### config.mk
export PLATFORM = sky130hd
export DESIGN_NAME = hpif_top
export DESIGN_NICKNAME = d
export VERILOG_FILES = /design/src/include/hpif_pkg.sv /design/src/verilog/hpif_decoder.sv /design/src/verilog/hpif_scaler.sv /design/src/verilog/hpif_top.sv
export SDC_FILE = /design/constraint.sdc
export NUM_CORES = 2
export LEC_CHECK = 0
export ABC_AREA = 1
export BUFFER_PORTS_ARGS = -buffer_cell sky130_fd_sc_hd__buf_4
export CAP_MARGIN = 10
export CORE_MARGIN = 3
export CORE_UTILIZATION = 50
export DETAILED_ROUTE_END_ITERATION = 8
export HOLD_SLACK_MARGIN = 0.02
export PLACE_DENSITY_LB_ADDON = 0.05
export SYNTH_ARGS = -nofsm -noshare
export SYNTH_HDL_FRONTEND = slang
export SYNTH_SLANG_ARGS = --single-unit
### constraint.sdc
create_clock -name ref_clk -period 21.7 [get_ports ref_clk]
set_input_delay 1.085 -clock ref_clk [delete_from_list [all_inputs] [get_ports ref_clk]]
set_output_delay 1.085 -clock ref_clk [all_outputs]
set_load 0.01 [all_outputs]
### src/include/hpif_pkg.sv
// Constants shared by the handwheel pulse input follower
package hpif_pkg;
   // ---------------------------------------------------------------
   // Register word indices (byte address is four times the index)
   // ---------------------------------------------------------------
   localparam logic [3:0] IDX_COMMAND = 4'h0;
   localparam logic [3:0] IDX_ENV1 = 4'h1;
   localparam logic [3:0] IDX_ENV2 = 4'h2;
   localparam logic [3:0] IDX_ENV6 = 4'h3;
   localparam logic [3:0] IDX_START_SPEED = 4'h4;
   localparam logic [3:0] IDX_HIGH_SPEED = 4'h5;
   localparam logic [3:0] IDX_STATUS = 4'h6;
   localparam logic [3:0] IDX_ERROR = 4'h7;
   localparam logic [3:0] IDX_BUFFER = 4'h8;
   // ---------------------------------------------------------------
   // Field positions
   // ---------------------------------------------------------------
   localparam int ENV1_FILTER_BIT = 27;
   localparam int ENV2_DISABLE_BIT = 31;
   localparam int ENV2_METHOD_LSB = 24;
   localparam int ENV2_COUNT_DIR_BIT = 26;
   localparam int ENV6_MULT_LSB = 0;
   localparam int ENV6_DIV_LSB = 8;
   localparam int ERR_PHASE_BIT = 17;
   localparam int ERR_OVERFLOW_BIT = 14;
   localparam int STAT_RUN_BIT = 4;
   localparam int STAT_DIR_BIT = 5;
   localparam int DIV_SHIFT = 11;
   // ---------------------------------------------------------------
   // Commands, codes and reset values
   // ---------------------------------------------------------------
   localparam logic [7:0] CMD_START_SPEED_CONST = 8'h50;
   localparam logic [7:0] CMD_HIGH_SPEED_CONST = 8'h51;
   localparam logic [7:0] CMD_IMMEDIATE_STOP = 8'h49;
   localparam logic [3:0] COND_IDLE = 4'h0;
   localparam logic [3:0] COND_WAIT_PULSER = 4'h8;
   localparam logic [1:0] METHOD_QUAD_1X = 2'h0;
   localparam logic [1:0] METHOD_QUAD_2X = 2'h1;
   localparam logic [1:0] METHOD_QUAD_4X = 2'h2;
   localparam logic [1:0] METHOD_UP_DOWN = 2'h3;
   localparam logic [31:0] ENV_RESET = 32'h0000_0000;
   localparam logic [15:0] SPEED_RESET = 16'h0064;
   // ---------------------------------------------------------------
   // Timing
   // ---------------------------------------------------------------
   localparam int CLK_PERIOD_NS = 10;
   localparam int FILTER_TIME_MS = 32;
   localparam int FILTER_CYCLES = (FILTER_TIME_MS * 1000000 + CLK_PERIOD_NS - 1) / CLK_PERIOD_NS;
endpackage

### src/verilog/hpif_decoder.sv
// Phase input decoder: quadrature 1x/2x/4x or separate up and down trains
`timescale 1ns/1ps
module hpif_decoder (
   // Clock and reset
   input wire logic ref_clk,
   input wire logic reset,
   // Synchronised phases and settings
   input wire logic phase_a,
   input wire logic phase_b,
   input wire logic [1:0] method,
   input wire logic count_dir,
   // Decoded events
   output logic decoded_up_count,
   output logic decoded_down_count,
   output logic phase_error
);
   logic prev_a_ff;
   logic prev_b_ff;
   logic up_ff;
   logic down_ff;
   logic err_ff;
   wire chg_a = phase_a ^ prev_a_ff;
   wire chg_b = phase_b ^ prev_b_ff;
   wire both_chg = chg_a & chg_b;
   // A leads B when the new A differs from the old B
   wire a_leads = phase_a ^ prev_b_ff;
   wire quad_fwd = a_leads ^ count_dir;
   wire rise_a = chg_a & phase_a & ~chg_b;
   wire rise_b = chg_b & phase_b & ~chg_a;
   wire quad_edge = (method == hpif_pkg::METHOD_QUAD_1X) ? rise_a :
                    (method == hpif_pkg::METHOD_QUAD_2X) ? (chg_a & ~chg_b) :
                    ((chg_a | chg_b) & ~both_chg);
   wire pulse_mode = (method == hpif_pkg::METHOD_UP_DOWN);
   wire nxt_up = pulse_mode ? (count_dir ? rise_b : rise_a) : (quad_edge & quad_fwd);
   wire nxt_down = pulse_mode ? (count_dir ? rise_a : rise_b) : (quad_edge & ~quad_fwd);

   always_ff @(posedge ref_clk or posedge reset) begin
      if (reset) begin
         prev_a_ff <= 1'b0;
         prev_b_ff <= 1'b0;
         up_ff <= 1'b0;
         down_ff <= 1'b0;
         err_ff <= 1'b0;
      end else begin
         prev_a_ff <= phase_a;
         prev_b_ff <= phase_b;
         up_ff <= nxt_up;
         down_ff <= nxt_down;
         err_ff <= both_chg;
      end
   end

   assign decoded_up_count = up_ff;
   assign decoded_down_count = down_ff;
   assign phase_error = err_ff;
endmodule

### src/verilog/hpif_scaler.sv
// Count scaler: 1x..32x multiplier followed by an n/2048 divider
`timescale 1ns/1ps
module hpif_scaler (
   // Clock and reset
   input wire logic ref_clk,
   input wire logic reset,
   input wire logic clear,
   // Decoded events and settings
   input wire logic event_up,
   input wire logic event_down,
   input wire logic [4:0] mult_field,
   input wire logic [10:0] div_field,
   // Signed count change, one cycle per event
   output logic signed [6:0] delta
);
   logic signed [18:0] acc_ff;
   logic signed [6:0] delta_ff;
   // Fraction kept between events so the divider loses no counts
   wire [5:0] factor = {1'b0, mult_field} + 6'h01;
   wire [11:0] div_n = (div_field == 11'h000) ? 12'h800 : {1'b0, div_field};
   wire [17:0] weight = {12'h000, factor} * {6'h00, div_n};
   wire signed [18:0] add_w = event_up ? $signed({1'b0, weight}) :
                              event_down ? -$signed({1'b0, weight}) : 19'sh0;
   wire signed [18:0] nxt_acc = acc_ff + add_w;

   always_ff @(posedge ref_clk or posedge reset) begin
      if (reset) begin
         acc_ff <= 19'sh0;
         delta_ff <= 7'sh0;
      end else if (clear) begin
         acc_ff <= 19'sh0;
         delta_ff <= 7'sh0;
      end else begin
         acc_ff <= $signed({8'h00, nxt_acc[10:0]});
         delta_ff <= $signed(nxt_acc[17:11]);
      end
   end

   assign delta = delta_ff;
endmodule

### src/verilog/hpif_top.sv
// Handwheel pulse input follower with Avalon-MM register slave
//
// Chosen here: register access over Avalon-MM and the register addresses.
`timescale 1ns/1ps
module hpif_top #(
   parameter int FILTER_CYCLES = hpif_pkg::FILTER_CYCLES
) (
   // Clock and reset
   input wire logic ref_clk,
   input wire logic reset,
   // Avalon-MM slave
   input wire logic [3:0] avs_address,
   input wire logic avs_read,
   input wire logic avs_write,
   input wire logic [31:0] avs_writedata,
   input wire logic [3:0] avs_byteenable,
   output logic [31:0] avs_readdata,
   output logic avs_waitrequest,
   // Pulser and machine inputs
   input wire logic phase_a_input,
   input wire logic phase_b_input,
   input wire logic pulser_enable_n,
   input wire logic [1:0] manual_direction_input,
   input wire logic [1:0] end_limit_input,
   // Motor and status outputs
   output logic pulse_out,
   output logic dir_out,
   output logic [1:0] manual_direction_filtered,
   output logic error_irq
);
   // ---------------------------------------------------------------
   // Declarations
   // ---------------------------------------------------------------
   localparam int NSYNC = 7;
   localparam int NFILT = 3;
   logic [NSYNC-1:0] meta_ff;
   logic [NSYNC-1:0] sync_ff;
   logic [NFILT-1:0] filt_ff;
   logic ack_ff;
   logic [31:0] readdata_ff;
   logic [31:0] env1_ff;
   logic [31:0] env2_ff;
   logic [31:0] env6_ff;
   logic [15:0] start_speed_ff;
   logic [15:0] high_speed_ff;
   logic running_ff;
   logic speed_sel_ff;
   logic [15:0] tick_cnt_ff;
   logic signed [15:0] buf_cnt_ff;
   logic [22:0] gap_ff;
   logic err_phase_ff;
   logic err_ovf_ff;
   logic pulse_ff;
   logic dir_ff;
   logic dec_up;
   logic dec_down;
   logic dec_err;
   logic signed [6:0] delta;

   // ---------------------------------------------------------------
   // Input synchronisers
   // ---------------------------------------------------------------
   // Bit order: a, b, enable_n, dr0, dr1, limit plus, limit minus
   wire [NSYNC-1:0] raw_in = {end_limit_input, manual_direction_input, pulser_enable_n,
                              phase_b_input, phase_a_input};
   always_ff @(posedge ref_clk or posedge reset) begin
      if (reset) begin
         meta_ff <= 7'h04;
         sync_ff <= 7'h04;
      end else begin
         meta_ff <= raw_in;
         sync_ff <= meta_ff;
      end
   end
   wire sync_a = sync_ff[0];
   wire sync_b = sync_ff[1];
   wire limit_pos = sync_ff[5];
   wire limit_neg = sync_ff[6];

   // ---------------------------------------------------------------
   // Direction and enable filter
   // ---------------------------------------------------------------
   // With ENV1 bit 27 set, a change passes only after it has held for the whole filter time; with it clear, at once
   wire filter_on = env1_ff[hpif_pkg::ENV1_FILTER_BIT];
   genvar gi;
   generate
      for (gi = 0; gi < NFILT; gi++) begin : g_filt
         logic [21:0] cnt_ff;
         wire raw = sync_ff[gi + 2];
         wire differs = raw ^ filt_ff[gi];
         wire held = (cnt_ff >= 22'(FILTER_CYCLES - 1));
         always_ff @(posedge ref_clk or posedge reset) begin
            if (reset) begin
               cnt_ff <= 22'h000000;
               filt_ff[gi] <= (gi == 0) ? 1'b1 : 1'b0;
            end else if (!differs) begin
               cnt_ff <= 22'h000000;
            end else if (!filter_on || held) begin
               cnt_ff <= 22'h000000;
               filt_ff[gi] <= raw;
            end else begin
               cnt_ff <= cnt_ff + 22'h000001;
            end
         end
      end
   endgenerate
   wire pe_n_filt = filt_ff[0];
   assign manual_direction_filtered = filt_ff[2:1];

   // ---------------------------------------------------------------
   // Avalon-MM register access
   // ---------------------------------------------------------------
   // One wait state: the readback is registered before waitrequest drops
   wire req = avs_read | avs_write;
   assign avs_waitrequest = req & ~ack_ff;
   wire wr_en = avs_write & ~avs_waitrequest;
   wire wr_cmd = wr_en & (avs_address == hpif_pkg::IDX_COMMAND) & avs_byteenable[0];
   wire wr_env1 = wr_en & (avs_address == hpif_pkg::IDX_ENV1);
   wire wr_env2 = wr_en & (avs_address == hpif_pkg::IDX_ENV2);
   wire wr_env6 = wr_en & (avs_address == hpif_pkg::IDX_ENV6);
   wire wr_fl = wr_en & (avs_address == hpif_pkg::IDX_START_SPEED);
   wire wr_fh = wr_en & (avs_address == hpif_pkg::IDX_HIGH_SPEED);
   wire wr_err = wr_en & (avs_address == hpif_pkg::IDX_ERROR);
   wire [31:0] be_mask = {{8{avs_byteenable[3]}}, {8{avs_byteenable[2]}},
                          {8{avs_byteenable[1]}}, {8{avs_byteenable[0]}}};
   wire [31:0] wr_bits = avs_writedata & be_mask;
   wire [7:0] cmd_code = avs_writedata[7:0];
   wire cmd_start_fl = wr_cmd & (cmd_code == hpif_pkg::CMD_START_SPEED_CONST);
   wire cmd_start_fh = wr_cmd & (cmd_code == hpif_pkg::CMD_HIGH_SPEED_CONST);
   wire cmd_stop = wr_cmd & (cmd_code == hpif_pkg::CMD_IMMEDIATE_STOP);

   wire [3:0] cond = running_ff ? hpif_pkg::COND_WAIT_PULSER : hpif_pkg::COND_IDLE;
   wire [31:0] status_word = {26'h0000000, dir_ff, running_ff, cond} |
                             (32'(speed_sel_ff) << (hpif_pkg::STAT_DIR_BIT + 1));
   wire [31:0] error_word = (32'(err_phase_ff) << hpif_pkg::ERR_PHASE_BIT) |
                            (32'(err_ovf_ff) << hpif_pkg::ERR_OVERFLOW_BIT);
   wire [31:0] rd_mux = (avs_address == hpif_pkg::IDX_ENV1) ? env1_ff :
                        (avs_address == hpif_pkg::IDX_ENV2) ? env2_ff :
                        (avs_address == hpif_pkg::IDX_ENV6) ? env6_ff :
                        (avs_address == hpif_pkg::IDX_START_SPEED) ? {16'h0000, start_speed_ff} :
                        (avs_address == hpif_pkg::IDX_HIGH_SPEED) ? {16'h0000, high_speed_ff} :
                        (avs_address == hpif_pkg::IDX_STATUS) ? status_word :
                        (avs_address == hpif_pkg::IDX_ERROR) ? error_word :
                        (avs_address == hpif_pkg::IDX_BUFFER) ? 32'(buf_cnt_ff) : 32'h0000_0000;

   always_ff @(posedge ref_clk or posedge reset) begin
      if (reset) begin
         ack_ff <= 1'b0;
         readdata_ff <= 32'h0000_0000;
      end else begin
         ack_ff <= req & ~ack_ff;
         readdata_ff <= rd_mux;
      end
   end
   assign avs_readdata = readdata_ff;

   always_ff @(posedge ref_clk or posedge reset) begin
      if (reset) begin
         env1_ff <= hpif_pkg::ENV_RESET;
         env2_ff <= hpif_pkg::ENV_RESET;
         env6_ff <= hpif_pkg::ENV_RESET;
         start_speed_ff <= hpif_pkg::SPEED_RESET;
         high_speed_ff <= hpif_pkg::SPEED_RESET;
      end else begin
         if (wr_env1) env1_ff <= (env1_ff & ~be_mask) | wr_bits;
         if (wr_env2) env2_ff <= (env2_ff & ~be_mask) | wr_bits;
         if (wr_env6) env6_ff <= (env6_ff & ~be_mask) | wr_bits;
         if (wr_fl) start_speed_ff <= (start_speed_ff & ~be_mask[15:0]) | wr_bits[15:0];
         if (wr_fh) high_speed_ff <= (high_speed_ff & ~be_mask[15:0]) | wr_bits[15:0];
      end
   end

   // ---------------------------------------------------------------
   // Settings
   // ---------------------------------------------------------------
   wire [1:0] method = env2_ff[hpif_pkg::ENV2_METHOD_LSB +: 2];
   wire count_dir = env2_ff[hpif_pkg::ENV2_COUNT_DIR_BIT];
   wire inputs_off = env2_ff[hpif_pkg::ENV2_DISABLE_BIT];
   wire [4:0] mult_field = env6_ff[hpif_pkg::ENV6_MULT_LSB +: 5];
   wire [10:0] div_field = env6_ff[hpif_pkg::ENV6_DIV_LSB +: 11];
   // A zero period would stall the stream, so it is treated as one
   wire [15:0] period_raw = speed_sel_ff ? high_speed_ff : start_speed_ff;
   wire [15:0] period = (period_raw == 16'h0000) ? 16'h0001 : period_raw;

   // ---------------------------------------------------------------
   // Run control
   // ---------------------------------------------------------------
   always_ff @(posedge ref_clk or posedge reset) begin
      if (reset) begin
         running_ff <= 1'b0;
         speed_sel_ff <= 1'b0;
      end else if (cmd_stop) begin
         running_ff <= 1'b0;
      end else if (cmd_start_fl | cmd_start_fh) begin
         running_ff <= 1'b1;
         speed_sel_ff <= cmd_start_fh;
      end
   end

   // ---------------------------------------------------------------
   // Decode and scale
   // ---------------------------------------------------------------
   hpif_decoder u_decoder (
      .ref_clk(ref_clk),
      .reset(reset),
      .phase_a(sync_a),
      .phase_b(sync_b),
      .method(method),
      .count_dir(count_dir),
      .decoded_up_count(dec_up),
      .decoded_down_count(dec_down),
      .phase_error(dec_err)
   );

   wire accept = running_ff & ~pe_n_filt & ~inputs_off;
   // Counts toward an active limit are dropped; the other way still runs
   wire acc_up = accept & dec_up & ~limit_pos;
   wire acc_down = accept & dec_down & ~limit_neg;

   hpif_scaler u_scaler (
      .ref_clk(ref_clk),
      .reset(reset),
      .clear(~running_ff),
      .event_up(acc_up),
      .event_down(acc_down),
      .mult_field(mult_field),
      .div_field(div_field),
      .delta(delta)
   );

   // ---------------------------------------------------------------
   // Input rate check
   // ---------------------------------------------------------------
   // Least spacing of decoded counts is period x factor x n/2048
   wire [5:0] factor = {1'b0, mult_field} + 6'h01;
   wire [11:0] div_n = (div_field == 11'h000) ? 12'h800 : {1'b0, div_field};
   wire [33:0] min_prod = {18'h00000, period} * {28'h0000000, factor} * {22'h000000, div_n};
   wire [22:0] min_gap = min_prod[hpif_pkg::DIV_SHIFT +: 23];
   wire too_fast = (acc_up | acc_down) & (gap_ff < min_gap);
   always_ff @(posedge ref_clk or posedge reset) begin
      if (reset) begin
         gap_ff <= '1;
      end else if (!running_ff || acc_up || acc_down) begin
         gap_ff <= running_ff ? 23'h000000 : '1;
      end else if (gap_ff != '1) begin
         gap_ff <= gap_ff + 23'h000001;
      end
   end

   // ---------------------------------------------------------------
   // Speed stream and output gating
   // ---------------------------------------------------------------
   wire tick = running_ff & (tick_cnt_ff >= period - 16'h0001);
   wire buf_pos = ~buf_cnt_ff[15] & (buf_cnt_ff != 16'sh0000);
   wire buf_neg = buf_cnt_ff[15];
   wire emit = tick & (buf_pos | buf_neg);
   wire signed [16:0] step = emit ? (buf_pos ? 17'sh00001 : -17'sh00001) : 17'sh00000;
   wire signed [16:0] sum = {buf_cnt_ff[15], buf_cnt_ff} + {{10{delta[6]}}, delta} - step;
   wire ovf_hi = ~sum[16] & sum[15];
   wire ovf_lo = sum[16] & ~sum[15];
   wire overflow = running_ff & (ovf_hi | ovf_lo);
   wire limit_hit = (buf_pos & limit_pos) | (buf_neg & limit_neg);
   wire signed [15:0] nxt_buf = ovf_hi ? 16'sh7fff : ovf_lo ? -16'sh8000 : sum[15:0];

   always_ff @(posedge ref_clk or posedge reset) begin
      if (reset) begin
         tick_cnt_ff <= 16'h0000;
         buf_cnt_ff <= 16'sh0000;
         pulse_ff <= 1'b0;
         dir_ff <= 1'b1;
      end else begin
         tick_cnt_ff <= (tick || !running_ff) ? 16'h0000 : tick_cnt_ff + 16'h0001;
         buf_cnt_ff <= (!running_ff || limit_hit) ? 16'sh0000 : nxt_buf;
         pulse_ff <= emit & ~limit_hit;
         // A pulse swallowed by a limit must not move the direction either
         if (emit & ~limit_hit) dir_ff <= buf_pos;
      end
   end
   assign pulse_out = pulse_ff;
   assign dir_out = dir_ff;

   // ---------------------------------------------------------------
   // Error cause
   // ---------------------------------------------------------------
   // Write one to clear; a new error in the same cycle wins over the clear
   wire set_phase = (accept & dec_err) | too_fast;
   always_ff @(posedge ref_clk or posedge reset) begin
      if (reset) begin
         err_phase_ff <= 1'b0;
         err_ovf_ff <= 1'b0;
      end else begin
         err_phase_ff <= set_phase | (err_phase_ff & ~(wr_err & wr_bits[hpif_pkg::ERR_PHASE_BIT]));
         err_ovf_ff <= overflow | (err_ovf_ff & ~(wr_err & wr_bits[hpif_pkg::ERR_OVERFLOW_BIT]));
      end
   end
   assign error_irq = err_phase_ff | err_ovf_ff;
endmodule

# --- Word level (Yosys, flattened, before mapping) ---
# Cells that the tools add are included.
classes:
  addsub: 11
  n_mul: 3
  div_mod_pow: 0
  order_cmp: 5
  eq_ne: 14
  shift: 0
  n_mux: 39
  bitwise: 93
  reduce_logical: 20
ops:
  columns: ["op", "n"]
  rows:
  - ["2-to-1 mux 32 bit", 8]
  - ["2-to-1 mux 22 bit", 6]
  - ["AND 32 bit", 4]
  - ["2-to-1 mux 16 bit", 6]
  - ["bitwise OR 32 bit", 3]
  - ["2-to-1 mux 23 bit", 3]
  - ["adder 22 x 1 -> 22 bit (second input constant)", 3]
  - ["greater-or-equal comparator 22 bit (second input constant)", 3]
  - ["AND 1 bit", 43]
  - ["2-to-1 mux 18 bit", 2]
  - ["multiplier 22 x 12 -> 34 bit", 1]
  - ["2-to-1 mux 17 bit", 2]
  - ["AND 16 bit", 2]
  - ["inverter 32 bit", 1]
  - ["bitwise OR 16 bit", 2]
  - ["equality test 8 x 7 -> 1 bit (second input constant)", 3]
  - ["adder 23 x 1 -> 23 bit (second input constant)", 1]
  - ["less-than comparator 23 bit", 1]
  - ["inequality test 23 bit (second input constant)", 1]
  - ["multiplier 16 x 6 -> 22 bit", 1]
  - ["adder 12 x 18 -> 18 bit", 1]
  - ["multiplier 6 x 12 -> 18 bit", 1]
  - ["negation 18 bit", 1]
  - ["bitwise OR 18 x 15 -> 18 bit", 1]
  - ["31 further kinds", 85]
word_totals:
  ff_bits: 328
  latchBits: 0
  mem_bits_rw: 0
  rom_bits: 0
  wordCells: 216
  n_memories: 0

# --- Longest topological paths before layout ---
logic_depth:
  ltp_word: 14
  mapped_depth: 59
  ltp_nobuf: 57

# --- Modules after synthesis ---
# Synthesis repeated with hierarchy kept, for this count alone.
unflattened:
  cells_unflattened: 4006
  area_unflattened_um2: 31302.5
modules_own_cells:
  columns: ["module", "n_inst", "cells_per_inst", "area_per_inst_um2"]
  rows:
  - ["hpif_top", 1, 3281, 26561.7]
  - ["hpif_scaler", 1, 678, 4403.0]
  - ["hpif_decoder", 1, 47, 337.8]

# --- Worst setup path before layout ---
# OpenSTA, ideal clock, no wires.
synth_timing:
  path_kind: "register -> register"
  from: "register with a tool-made name"
  to: "register err_phase_ff"
  t_arrival_ns: 9.460
  t_required_ns: 21.581
  path_slack_ns: 12.121
  stages_incl_launch_ff: 50
  cell_sequence: "dfrtp_1 -> ha_1 -> nand2_1 -> inv_1 -> nor2_1 -> inv_1 -> clkbuf_1 -> nor2_1 -> fa_1 -> fa_1 -> inv_1 -> fa_1 -> inv_1 -> ha_1 -> a21oi_1 -> o21ai_0 -> a21oi_1 -> o21ai_1 -> [14 not listed] -> ha_1 -> nand2_1 -> inv_1 -> nand2_1 -> nor3_1 -> nand3_1 -> o2111ai_1 -> nand4_1 -> nand2_1 -> xor2_1 -> ha_1 -> nand4_1 -> inv_1 -> nand4_1 -> nor4_1 -> nand2_1 -> nand2_1 -> nand2_1"
synth_lines:
  columns: ["element", "line", "rtl"]
  rows:
  - ["end signal, assigned", "hpif_top.sv:292", "err_phase_ff <= set_phase | (err_phase_ff & ~(wr_err & wr_bits[hpif_pkg::ERR_PHASE_BIT]));"]
  - ["end, declared", "hpif_top.sv:51", "logic err_phase_ff;"]

==> qor.csv <==
stage;metric;value;unit
outcome;outcome;complete, no violations;
route;number of vias per cell;5.310;
timing;setup TNS;0;ns
route;drc violations;0;
timing;Slew Viols, Final;0;
power;LEAKAGE;16.90;nW
route;DR iter-0 viols;1822;
power;VDD IR max;0.0001236;V
grt;largest net degree at the start of global routing;145;
final_layout;Net count, final;4497;
timing;Tightest Pin Transition;1.291;ns
timing;Max-slew headroom;13.32;%
placed_design;IO Port Bufs;88;
route;wire length per cell;17.27;µm
clock_tree;CTS buffer count;40;
final_layout;post-layout util;55.13;%
logic_synthesis;async set or reset register ratio after synthesis;100.0;%
timing;Max Fclk;82.26;MHz
setup_path;critical path type;reg2reg;
route;Post-DRT Antenna Nets;0;
timing;Final period util;56.02;%
die;die area;64220;µm²
route;Vias;25180;
die;die height;253.4;µm
die;initial core utilization;50.62;%
grt;GRT Total Usage;26.56;%
route;final WL;81890;µm
setup_path;Worst path slowest cell;dfrtp_1;
placed_design;gpl congestion;0.9113;
die;io pins;89;
clock_tree;CTS tree;yes;
setup_path;Req. time, crit path;22.15;ns
grt;Congestion Overflow GR;0;
die;die width;253.4;µm
clock_tree;cts hold-fix bufs;0;
power;power per cell area;125.0;nW/µm²
logic_synthesis;YS warnings;0;
setup_path;Max Fanout on Critical Path;24;
grt;antenna violations before repair;1;
clock_tree;worst-skew pair later-pin latency;0.57;ns
clock_tree;CTS root buffer;clkbuf_16;
logic_synthesis;number of synthesized flops with an enable pin;0;
setup_path;flop2flop setup slack;9.54;ns
hold_path;Hold Crit Class;reg2reg;
final_layout;commonest non-fill, non-tap cell in the layout;nand2_1;
setup_path;R2R cell count;48;
clock_tree;Setup Buffers After CTS;0;
setup_path;Setup crit end;err_phase_ff;
timing;RSZ-0062 raised after global routing;false;
timing;skew final;0.02284;ns
timing;Final Hold Violating Endpoints;0;
final_layout;most frequent cells in the layout;nand2_1 (862), inv_1 (685), nor2_1 (427);
logic_synthesis;register area share after synthesis;26.95;%
logic_synthesis;Mapped Nets;4443;
job;Max-Cap Viols;0;
clock_tree;Reg clk slew, reported paths;0.06;ns
timing;worst setup slack after layout;9.543;ns
die;core footprint;60470;µm²
final_layout;Area Growth Syn to Fin;8.907;%
route;DRT Pass-1 Iters;5;
setup_path;CP endpoint kind;flop;
clock_tree;post_cts resized;0;
placed_design;Post-Place Worst Slack;9.655;ns
setup_path;most used cell, CP;nand2_1;
die;standard-cell rows;90;
grt;first-pass GRT wire length;135100;µm
logic_synthesis;top_reg_cell synth;dfrtp_1;
placed_design;hpwl dp;63690;µm
logic_synthesis;Cell variety after synth;58;
setup_path;critical path's largest stage delay;0.92;ns
grt;vias in the first global route;25060;
logic_synthesis;Cell Area, Synth;30610;µm²
timing;fin crit period;12.16;ns
final_layout;fraction of layout cells with a size suffix above 1;7.098;%
clock_tree;clock buffer depth;3;
setup_path;reg-to-reg endpoint;err_phase_ff;
logic_synthesis;Syn Area/Cell;7.901;µm²
timing;setup violators final;0;
setup_path;Critical Path AT;12.61;ns
logic_synthesis;synthesis-stage register bit count;328;
clock_tree;htree depth;2;
setup_path;crit path launch type;flop;
logic_synthesis;Syn Inst Count;3874;
clock_tree;clock sinks;328;
## synthesized netlist by cell type, types with 20 or more instances
master / count / area, µm²
dfstp_2: 33 / 867.1
a21oi_1: 158 / 790.8
o21ai_0: 215 / 1076
nor2_1: 429 / 1610
nor3_1: 56 / 280.3
xnor2_1: 43 / 376.6
inv_1: 686 / 2575
clkbuf_1: 92 / 345.3
xor2_1: 57 / 499.2
nand4_1: 58 / 362.9
nand3_1: 133 / 665.6
or2_2: 34 / 212.7
fa_1: 314 / 6286
ha_1: 204 / 2552
dfrtp_1: 295 / 7382
nand2_1: 862 / 3236
nor3b_1: 20 / 150.1
## how the worst min path moves through the flow
stage / startpoint / cells past startpoint / slack (ns) / endpoint
global placement: meta_ff[0] / 0 / 0.33 / sync_ff[0]
CTS: meta_ff[0] / 0 / 0.35 / sync_ff[0]
floorplan: meta_ff[0] / 0 / 0.33 / sync_ff[0]
detailed placement: meta_ff[0] / 0 / 0.34 / sync_ff[0]
finish: meta_ff[1] / 0 / 0.35 / sync_ff[1]
global route: meta_ff[2] / 0 / 0.35 / sync_ff[2]
## cells by family (layout without fill, tap and decap cells)
| kind of cell | count (synthesis) | in the layout | share of synthesized area, % |
|---|---|---|---|
| xor gates and xnor gates | 100 | 100 | 2.861 |
| DFF | 328 | 328 | 26.95 |
| AOI/OAI and AO/OA | 475 | 475 | 8.548 |
| adders and majority gates | 518 | 518 | 28.88 |
| other | 0 | 1 | 0 |
| buffers and inverters | 799 | 884 | 9.856 |
| muxes | 4 | 4 | 0.1431 |
| and+or+nand+nor | 1650 | 1650 | 22.76 |
## power by group
group / switching, mW / leakage [nW] / internal [mW] / total (mW)
sequential: 0.0647 / 4.25 / 0.712 / 0.777
combinational: 1.77 / 12.0 / 0.978 / 2.75
clock: 0.270 / 0.624 / 0.373 / 0.644
## stage by stage
| stage | power (mW) | instance area (µm²) | cells | hold WS (ns) |
|---|---|---|---|---|
| after floorplan | 2.811 | 30610 | 3874 | 0.3312 |
| after global placement | 3.509 | 32060 | 4668 | 0.3333 |
| after detailed placement | 3.511 | 32060 | 4668 | 0.3371 |
| after CTS | 4.187 | 33330 | 4741 | 0.3510 |
| after global routing | 4.664 | 33330 | 4741 | 0.3531 |
| final | 4.166 | 33330 | 4742 | 0.3494 |
## routing by layer
| metal | vias to the layer above | wire length, µm | global-route usage, % |
|---|---|---|---|
| li1 | 12200 | - | - |
| met1 | 12200 | 38010 | 38.20 |
| met2 | 665 | 36830 | 41.90 |
| met3 | 124 | 4891 | 4.006 |
| met4 | 0 | 2161 | 7.431 |
| met5 | - | 0 | 0 |
## worst max-delay path: cells and delay by family, from the launching register on
kind	cells	cell delay, ns
DFF	1	0.92
and+or+nand+nor	20	3.67
adders and majority gates	11	5.06
xor gates and xnor gates	2	0.17
buffers and inverters	9	1.10
AOI/OAI and AO/OA	6	1.12
## area by class of cell
type / instances / area (µm²)
well taps: 782 / 978.4
flip-flops and latches: 328 / 8249
repair buffers: 113 / 848.3
multi-input cells: 2747 / 19350
clock inverters: 13 / 120.1
fillers: 5885 / 27140
diodes: 1 / 2.502
inverters: 698 / 2628
clock buffers: 60 / 1156
Power figures use the tool's default switching activity.
